[src/sdpc_pkg.sv]
// Constants shared by the SYSREF divider and power control block
package sdpc_pkg;
    // ----------------------------------------
    // Register indices and byte addresses
    // ----------------------------------------
    localparam int SDPC_ADDR_W = 12;
    localparam logic [7:0] SDPC_IDX_CTRL = 8'h18;
    localparam logic [7:0] SDPC_IDX_IDLE = 8'h19;
    localparam logic [7:0] SDPC_IDX_STATUS = 8'h20;
    localparam logic [11:0] SDPC_ADDR_CTRL = {2'h0, SDPC_IDX_CTRL, 2'h0};
    localparam logic [11:0] SDPC_ADDR_IDLE = {2'h0, SDPC_IDX_IDLE, 2'h0};
    localparam logic [11:0] SDPC_ADDR_STATUS = {2'h0, SDPC_IDX_STATUS, 2'h0};

    // ----------------------------------------
    // Field positions
    // ----------------------------------------
    localparam int SDPC_PD_BIT = 7;
    localparam int SDPC_IDLE_BIT = 7;
    localparam int SDPC_DIV_TOP_BIT = 6;
    localparam int SDPC_DIV_MID_LSB = 4;
    localparam int SDPC_DIV_LOW_LSB = 2;
    localparam int SDPC_DIV_SMALL_LSB = 0;
    localparam int SDPC_STAT_PWR_BIT = 31;

    // ----------------------------------------
    // Reset values and widths
    // ----------------------------------------
    localparam logic SDPC_PD_RST = 1'b0;
    localparam logic [6:0] SDPC_DIV_RST = 7'h2F;
    localparam logic SDPC_IDLE_RST = 1'b1;
    localparam int SDPC_RATIO_W = 5;
    localparam int SDPC_TOTAL_W = 13;
    localparam logic [1:0] SDPC_RESP_OKAY = 2'h0;
    localparam logic [1:0] SDPC_RESP_SLVERR = 2'h2;
endpackage

[src/sdpc_div_stage.sv]
// One serial stage of the SYSREF frequency divider
`timescale 1ns/10ps
`default_nettype none
module sdpc_div_stage #(
    parameter int RATIO_W = 5
) (
    input wire logic aclk,
    input wire logic aresetn,
    input wire logic clear,
    input wire logic enable,
    input wire logic [RATIO_W-1:0] ratio,
    output logic tick
);
    logic [RATIO_W-1:0] count;
    logic [RATIO_W-1:0] next_count;
    logic at_end;

    // Using >= lets a ratio shrunk mid-count wrap at once
    assign at_end = (count >= ratio - RATIO_W'(1));
    assign tick = enable && at_end;

    always_comb begin
        next_count = count;
        if (clear) begin
            next_count = '0;
        end else if (enable) begin
            next_count = at_end ? '0 : count + RATIO_W'(1);
        end
    end

    always_ff @(posedge aclk) begin
        if (!aresetn) begin
            count <= '0;
        end else begin
            count <= next_count;
        end
    end
endmodule // sdpc_div_stage
`default_nettype wire

[src/sdpc_top.sv]
// SYSREF global power down, four-stage frequency divider and output idle select
//
// Chosen here: the placing of the registers and the AXI4-Lite slave port.
`timescale 1ns/10ps
`default_nettype none
module sdpc_top #(
    parameter int NUM_OUTPUTS = 4
) (
    input wire logic aclk,
    input wire logic aresetn,
    input wire logic [11:0] s_axi_awaddr,
    input wire logic s_axi_awvalid,
    output logic s_axi_awready,
    input wire logic [31:0] s_axi_wdata,
    input wire logic [3:0] s_axi_wstrb,
    input wire logic s_axi_wvalid,
    output logic s_axi_wready,
    output logic [1:0] s_axi_bresp,
    output logic s_axi_bvalid,
    input wire logic s_axi_bready,
    input wire logic [11:0] s_axi_araddr,
    input wire logic s_axi_arvalid,
    output logic s_axi_arready,
    output logic [31:0] s_axi_rdata,
    output logic [1:0] s_axi_rresp,
    output logic s_axi_rvalid,
    input wire logic s_axi_rready,
    input wire logic [NUM_OUTPUTS-1:0] output_bias_control,
    output logic sysref_div_tick,
    output logic sysref_blocks_enable,
    output logic [NUM_OUTPUTS-1:0] sysref_output_static,
    output logic [NUM_OUTPUTS-1:0] sysref_output_biased
);
    localparam int RW = sdpc_pkg::SDPC_RATIO_W;
    localparam int TW = sdpc_pkg::SDPC_TOTAL_W;

    if (NUM_OUTPUTS < 1 || NUM_OUTPUTS > 32) begin : g_bad_outputs
        $error("NUM_OUTPUTS must be 1 to 32");
    end

    // ----------------------------------------
    // Ratio decoding
    // ----------------------------------------
    function automatic logic [RW-1:0] sdpc_pow2_ratio(input logic [1:0] code);
        return RW'(2) << code;
    endfunction

    function automatic logic [RW-1:0] sdpc_small_ratio(input logic [1:0] code);
        return RW'(code) + RW'(2);
    endfunction

    // ----------------------------------------
    // Register file and AXI4-Lite slave
    // ----------------------------------------
    logic pd, next_pd;
    logic [6:0] sysref_freq_divider, next_sysref_freq_divider;
    logic idle_sel, next_idle_sel;
    logic [11:0] aw_addr, next_aw_addr;
    logic aw_held, next_aw_held;
    logic [31:0] w_data, next_w_data;
    logic [3:0] w_strb, next_w_strb;
    logic w_held, next_w_held;
    logic bvalid, next_bvalid;
    logic [1:0] bresp, next_bresp;
    logic rvalid, next_rvalid;
    logic [1:0] rresp, next_rresp;
    logic [31:0] rdata, next_rdata;
    logic enable_q, next_enable_q;
    logic div_written;
    logic [RW-1:0] ratio [4];
    logic [TW-1:0] total_ratio;

    assign s_axi_awready = !aw_held && !bvalid;
    assign s_axi_wready = !w_held && !bvalid;
    assign s_axi_arready = !rvalid;
    assign s_axi_bvalid = bvalid;
    assign s_axi_bresp = bresp;
    assign s_axi_rvalid = rvalid;
    assign s_axi_rresp = rresp;
    assign s_axi_rdata = rdata;
    assign sysref_blocks_enable = enable_q;

    always_comb begin
        next_pd = pd;
        next_sysref_freq_divider = sysref_freq_divider;
        next_idle_sel = idle_sel;
        next_aw_addr = aw_addr;
        next_aw_held = aw_held;
        next_w_data = w_data;
        next_w_strb = w_strb;
        next_w_held = w_held;
        next_bvalid = bvalid;
        next_bresp = bresp;
        next_rvalid = rvalid;
        next_rresp = rresp;
        next_rdata = rdata;
        div_written = 1'b0;
        // Power state mirrors the bit one cycle later
        next_enable_q = !pd;
        if (s_axi_awvalid && s_axi_awready) begin
            next_aw_addr = s_axi_awaddr;
            next_aw_held = 1'b1;
        end
        if (s_axi_wvalid && s_axi_wready) begin
            next_w_data = s_axi_wdata;
            next_w_strb = s_axi_wstrb;
            next_w_held = 1'b1;
        end
        if (aw_held && w_held && !bvalid) begin
            next_aw_held = 1'b0;
            next_w_held = 1'b0;
            next_bvalid = 1'b1;
            next_bresp = sdpc_pkg::SDPC_RESP_OKAY;
            if (aw_addr == sdpc_pkg::SDPC_ADDR_CTRL) begin
                if (w_strb[0]) begin
                    next_pd = w_data[sdpc_pkg::SDPC_PD_BIT];
                    next_sysref_freq_divider = w_data[6:0];
                    div_written = 1'b1;
                end
            end else if (aw_addr == sdpc_pkg::SDPC_ADDR_IDLE) begin
                if (w_strb[0]) begin
                    next_idle_sel = w_data[sdpc_pkg::SDPC_IDLE_BIT];
                end
            end else if (aw_addr != sdpc_pkg::SDPC_ADDR_STATUS) begin
                next_bresp = sdpc_pkg::SDPC_RESP_SLVERR;
            end
        end
        if (bvalid && s_axi_bready) begin
            next_bvalid = 1'b0;
        end
        if (rvalid && s_axi_rready) begin
            next_rvalid = 1'b0;
        end
        if (s_axi_arvalid && s_axi_arready) begin
            next_rvalid = 1'b1;
            next_rresp = sdpc_pkg::SDPC_RESP_OKAY;
            next_rdata = '0;
            if (s_axi_araddr == sdpc_pkg::SDPC_ADDR_CTRL) begin
                next_rdata[7:0] = {pd, sysref_freq_divider};
            end else if (s_axi_araddr == sdpc_pkg::SDPC_ADDR_IDLE) begin
                next_rdata[sdpc_pkg::SDPC_IDLE_BIT] = idle_sel;
            end else if (s_axi_araddr == sdpc_pkg::SDPC_ADDR_STATUS) begin
                next_rdata[TW-1:0] = total_ratio;
                next_rdata[sdpc_pkg::SDPC_STAT_PWR_BIT] = enable_q;
            end else begin
                next_rresp = sdpc_pkg::SDPC_RESP_SLVERR;
            end
        end
    end

    always_ff @(posedge aclk) begin
        if (!aresetn) begin
            pd <= sdpc_pkg::SDPC_PD_RST;
            sysref_freq_divider <= sdpc_pkg::SDPC_DIV_RST;
            idle_sel <= sdpc_pkg::SDPC_IDLE_RST;
            aw_addr <= '0;
            aw_held <= 1'b0;
            w_data <= '0;
            w_strb <= '0;
            w_held <= 1'b0;
            bvalid <= 1'b0;
            bresp <= sdpc_pkg::SDPC_RESP_OKAY;
            rvalid <= 1'b0;
            rresp <= sdpc_pkg::SDPC_RESP_OKAY;
            rdata <= '0;
            enable_q <= 1'b0;
        end else begin
            pd <= next_pd;
            sysref_freq_divider <= next_sysref_freq_divider;
            idle_sel <= next_idle_sel;
            aw_addr <= next_aw_addr;
            aw_held <= next_aw_held;
            w_data <= next_w_data;
            w_strb <= next_w_strb;
            w_held <= next_w_held;
            bvalid <= next_bvalid;
            bresp <= next_bresp;
            rvalid <= next_rvalid;
            rresp <= next_rresp;
            rdata <= next_rdata;
            enable_q <= next_enable_q;
        end
    end

    // ----------------------------------------
    // Four serial divider stages
    // ----------------------------------------
    logic [4:0] stage_en;
    logic [3:0] stage_tick;
    logic next_div_tick;

    assign ratio[0] = sdpc_small_ratio(
        sysref_freq_divider[sdpc_pkg::SDPC_DIV_SMALL_LSB +: 2]);
    assign ratio[1] = sdpc_pow2_ratio(
        sysref_freq_divider[sdpc_pkg::SDPC_DIV_LOW_LSB +: 2]);
    assign ratio[2] = sdpc_pow2_ratio(
        sysref_freq_divider[sdpc_pkg::SDPC_DIV_MID_LSB +: 2]);
    assign ratio[3] = sdpc_pow2_ratio(
        {1'b0, sysref_freq_divider[sdpc_pkg::SDPC_DIV_TOP_BIT]});
    assign total_ratio = TW'(ratio[0]) * TW'(ratio[1]) * TW'(ratio[2]) * TW'(ratio[3]);
    // Power down holds every stage cleared and idle
    assign stage_en[0] = !pd;

    for (genvar i = 0; i < 4; i++) begin : g_stage
        sdpc_div_stage #(.RATIO_W(RW)) u_stage (
            .aclk(aclk),
            .aresetn(aresetn),
            .clear(pd || div_written),
            .enable(stage_en[i]),
            .ratio(ratio[i]),
            .tick(stage_tick[i])
        );
        // Each stage after the first counts only the wraps of the one before
        assign stage_en[i+1] = stage_tick[i];
    end

    assign next_div_tick = stage_en[4] && !pd;

    always_ff @(posedge aclk) begin
        if (!aresetn) begin
            sysref_div_tick <= 1'b0;
        end else begin
            sysref_div_tick <= next_div_tick;
        end
    end

    // ----------------------------------------
    // Output idle state select
    // ----------------------------------------
    always_ff @(posedge aclk) begin
        if (!aresetn) begin
            sysref_output_static <= '0;
            sysref_output_biased <= '0;
        end else begin
            sysref_output_static <= output_bias_control & {NUM_OUTPUTS{!idle_sel}};
            sysref_output_biased <= output_bias_control & {NUM_OUTPUTS{idle_sel}};
        end
    end

    // ----------------------------------------
    // Checks
    // ----------------------------------------
    logic [TW-1:0] gap;
    logic armed;

    // Gap between output pulses, valid only while settings stay put
    always_ff @(posedge aclk) begin
        if (!aresetn || pd || div_written) begin
            gap <= '0;
            armed <= 1'b0;
        end else if (sysref_div_tick) begin
            gap <= TW'(1);
            armed <= 1'b1;
        end else begin
            gap <= gap + TW'(1);
        end
    end
endmodule // sdpc_top
`default_nettype wire

[config.mk]
export PLATFORM = sky130hd
export DESIGN_NAME = sdpc_top
export DESIGN_NICKNAME = d
export VERILOG_FILES = /design/src/sdpc_pkg.sv /design/src/sdpc_div_stage.sv /design/src/sdpc_top.sv
export SDC_FILE = /design/constraint.sdc
export NUM_CORES = 1
export LEC_CHECK = 0
export ABC_AREA = 1
export ABC_CLOCK_PERIOD_IN_PS = 7500
export BUFFER_PORTS_ARGS = -buffer_cell sky130_fd_sc_hd__buf_2
export CORE_MARGIN = 3
export CORE_UTILIZATION = 54
export DETAILED_ROUTE_END_ITERATION = 12
export PLACE_DENSITY = 0.86
export SKIP_LAST_GASP = 1
export SLEW_MARGIN = 20
export SYNTH_ARGS = -nofsm -noshare
export SYNTH_HDL_FRONTEND = slang
export SYNTH_SLANG_ARGS = --single-unit
[constraint.sdc]
create_clock -name aclk -period 7.5 [get_ports aclk]
set_input_delay 0.375 -clock aclk [delete_from_list [all_inputs] [get_ports aclk]]
set_output_delay 0.375 -clock aclk [all_outputs]
set_load 0.05 [all_outputs]
==> impl_metrics.yaml <==
power:
  vdd_drop_max_v: 0.000144
  p_sw_mw: 0.293
  p_sw_share_pct: 31.4
  seqPwrFrac_pct: 49.0
  power_density_nw_per_um2: 165
  cellInternalPower_mw: 0.641
  combPwrFrac_pct: 14.8
  clockPowerShare_pct: 36.2
  p_leak_nw: 2.85
detailed_routing:
  antenna_left: 0
  viasPerCell: 5.23
  vias: 4587
  first_pass_iters: 5
  drcViolationCount: 0
  wl_met1_um: 4900
  drtIter0Drc: 194
  routed_wire_length_per_instance_um: 12.8
  drt_wl_total_um: 11300
  wl_met3_um: 558
  met2_length_um: 5600
  routed.top_layer: "met4"
worst_setup_path:
  required_ps: 7730
  r2r_start: "sysref_freq_divider[2]"
  cp_max_fo: 7
  arrival_ps: 6130
  max_stage_delay_ps: 540
  r2r_end: "s_axi_rdata[12]"
  start_kind: "flip-flop"
  end_kind: "flip-flop"
  critPathMostFrequentCell: "ha_1"
  reg2reg_depth: 27
  reg2reg_slack_ps: 1610
  cpMaxStageDelayCell: "dfxtp_1"
  path_class: "flip-flop to flip-flop"
clocking:
  clock_path_buffers: 2
  post_cts_buffers: 0
  cts_resized: 0
  cts_buffers: 9
  cts.sinks: 80
  cts_tree: "built"
  clkTransAtPathRegs_ps: 100
  cts_root_buffer: "clkbuf_8"
  htree_num_levels: 3
  insertion_delay_ps: 370
  hold_buffers: 0
synth:
  synthSimpleGateAreaFrac_pct: 27.5
  yosys-top-cells-area: "dfxtp_1, ha_1, nor2_1, nand2_1, inv_1"
  synth_compound_area_share_pct: 11.1
  syn_inst: 688
  synthArstFlopShare_pct: 0
  synth_xor_area_share_pct: 1.73
  synth-adder-area-share_pct: 16.8
  synth-main-ff-cell: "dfxtp_1"
  synth_top_family_by_area: "simple AND/OR/NAND/NOR gates"
  synth_area_um2: 5070
  synth_most_common_cell: "nor2_1"
  synth_top_area_cell: "dfxtp_1"
  synth_common_cells: "nor2_1, nand2_1, dfxtp_1"
  synth_edf_count: 0
  ys_seq_elements: 80
  yosys.cell_types.count: 45
  ys_warn_count: 0
  synth_top_cell_area_share_pct: 31.6
  yosysSeqAreaShare_pct: 31.6
  avgSynthCellArea_um2: 7.37
  yosys-mux-area-fraction_pct: 0.197
finish:
  stdcell_count: 877
  area_growth_pct: 11.8
  drive_gt1_share_pct: 17.2
  nNetsFinal: 896
  antenna_cells: 0
sta:
  finalSetupViolations: 0
  fin_crit_ps: 5890
  hold_violations: 0
  worst_slew_pin_slew_ps: 618
  max_slew_margin_pct: 58.8
  tns_ps: 0
  fin_crit_sh_pct: 78.6
  slew_violations: 0
  max_freq_mhz: 170
  skew_ps: 13.3
  rsz0062_at_grt: "false"
die:
  dieArea_um2: 10600
  dieWidth_um: 103
  die_y_um: 103
  io_pins: 122
  start_util_pct: 56.7
  fp-row-count: 34
  core_area_um2: 8930
min_path:
  whs_endpoint: "s_axi_bvalid"
  min_from: "s_axi_bready"
  hold_depth: 2
  hold_path_class: "primary input to flip-flop"
global_route:
  grt_use_total_pct: 22.3
  antenna_found_initial: 0
  grt_overflow_total: 0
  grt_first_pass_wirelength_um: 19100
  grt_pass1_vias: 4442
  grt_max_degree: 43
place:
  placedCellCount: 861
  io_buffers: 74
  place_hpwl_um: 8820
  place_congestion: 0.849
flow_run:
  cap_violations: 0
run_status:
  status: "finished clean"
[routing by layer]
metal  vias to the layer above  GRT usage [%]
met5                         -              0
met4                         0           7.27
met3                        24           4.74
met2                       137           38.2
met1                      2096           27.9
li1                       2330              -
[sequential cells by signal (all words and copies together) (netlist names)]
signal,count
s_axi_bresp,1
s_axi_bvalid,1
aw_addr,12
pd,1
s_axi_rvalid,1
sysref_output_biased,4
sysref_output_static,4
sysref_freq_divider,7
aw_held,1
w_data,8
s_axi_rdata,14
g_stage.u_stage.count,20
sysref_blocks_enable,1
sysref_div_tick,1
s_axi_rresp,1
idle_sel,1
w_held,1
w_strb,1
[layout by cell type, fill, tap and decap left out, types with 3 or more instances in the layout]
cell | Yosys | final
fa_1 | 12 | 12
o211ai_1 | 5 | 5
nand4_1 | 7 | 7
a21oi_1 | 32 | 32
nand2_4 | 4 | 4
o21ai_1 | 4 | 4
xnor2_1 | 5 | 5
nor4_1 | 3 | 3
nand3_2 | 6 | 6
o21ai_0 | 45 | 45
nand2_1 | 100 | 100
clkbuf_8 | 0 | 9
ha_1 | 49 | 49
nor2_1 | 123 | 123
or2_1 | 3 | 3
nor3_1 | 13 | 13
conb_1 | 2 | 28
a211oi_1 | 3 | 3
inv_1 | 70 | 70
xor2_1 | 5 | 5
inv_2 | 17 | 17
a31oi_1 | 5 | 5
buf_2 | 1 | 74
clkinv_1 | 3 | 3
nand3_1 | 30 | 30
nand2_2 | 5 | 5
dfxtp_1 | 80 | 80
[kinds of logic after synthesis]
group                    Yosys count
AO/OA/AOI/OAI                    102
XOR/XNOR                          10
adder cells (fa/ha/maj)           61
buffers and inverters            125
flip-flops                        80
multiplexers                       1
other                              2
AND/OR/NAND/NOR                  307
[worst max path at each step]
stage / start / endpoint / slack [ps] / depth (start not counted)
6_report: sysref_freq_divider[2] / s_axi_rdata[12] / 1610 / 27
3_3_place_gp: sysref_freq_divider[2] / s_axi_rdata[12] / 1810 / 27
2_1_floorplan: sysref_freq_divider[2] / s_axi_rdata[12] / 2200 / 27
4_1_cts: sysref_freq_divider[2] / s_axi_rdata[12] / 1630 / 27
5_1_grt: sysref_freq_divider[2] / s_axi_rdata[12] / 1230 / 27
3_5_place_dp: sysref_freq_divider[2] / s_axi_rdata[12] / 1680 / 27
[power by group through the flow]
stage                     clock (mW)  sequential (mW)  combinational (mW)
after floorplan                    0            0.483              0.0956
after global placement             0            0.466               0.133
after detailed placement           0            0.467               0.137
after CTS                      0.343            0.457               0.138
after global routing           0.361            0.460               0.153
final                          0.338            0.458               0.138
[through the flow]
step	total power [mW]	utilization, %	hold WS [ps]	area [um^2]	setup WS [ps]
2_1_floorplan	0.579	-	418	5170	2200
3_3_place_gp	0.600	61.1	429	5460	1810
3_5_place_dp	0.604	61.1	432	5460	1680
4_1_cts	0.938	63.4	170	5670	1630
5_1_grt	0.975	63.4	173	5670	1230
6_report	0.934	63.4	179	5670	1610
[layout make-up]
| cell class | instances | area (um^2) |
|---|---|---|
| inverter | 90 | 338 |
| fill | 775 | 3270 |
| tap | 108 | 135 |
| clock buffer | 9 | 124 |
| timing repair buffer | 74 | 370 |
| multi-input combinational | 509 | 3010 |
| sequential | 80 | 1600 |
| clock inverter | 7 | 85.1 |
[critical path: cells and delay by family, from the launching register on]
kind	cells	cell delay (ps)
AO/OA/AOI/OAI	3	370
XOR/XNOR	1	210
adder cells (fa/ha/maj)	9	3360
buffers and inverters	3	210
flip-flops	1	540
multiplexers	1	100
AND/OR/NAND/NOR	10	970
Power figures use the tool's default switching activity.
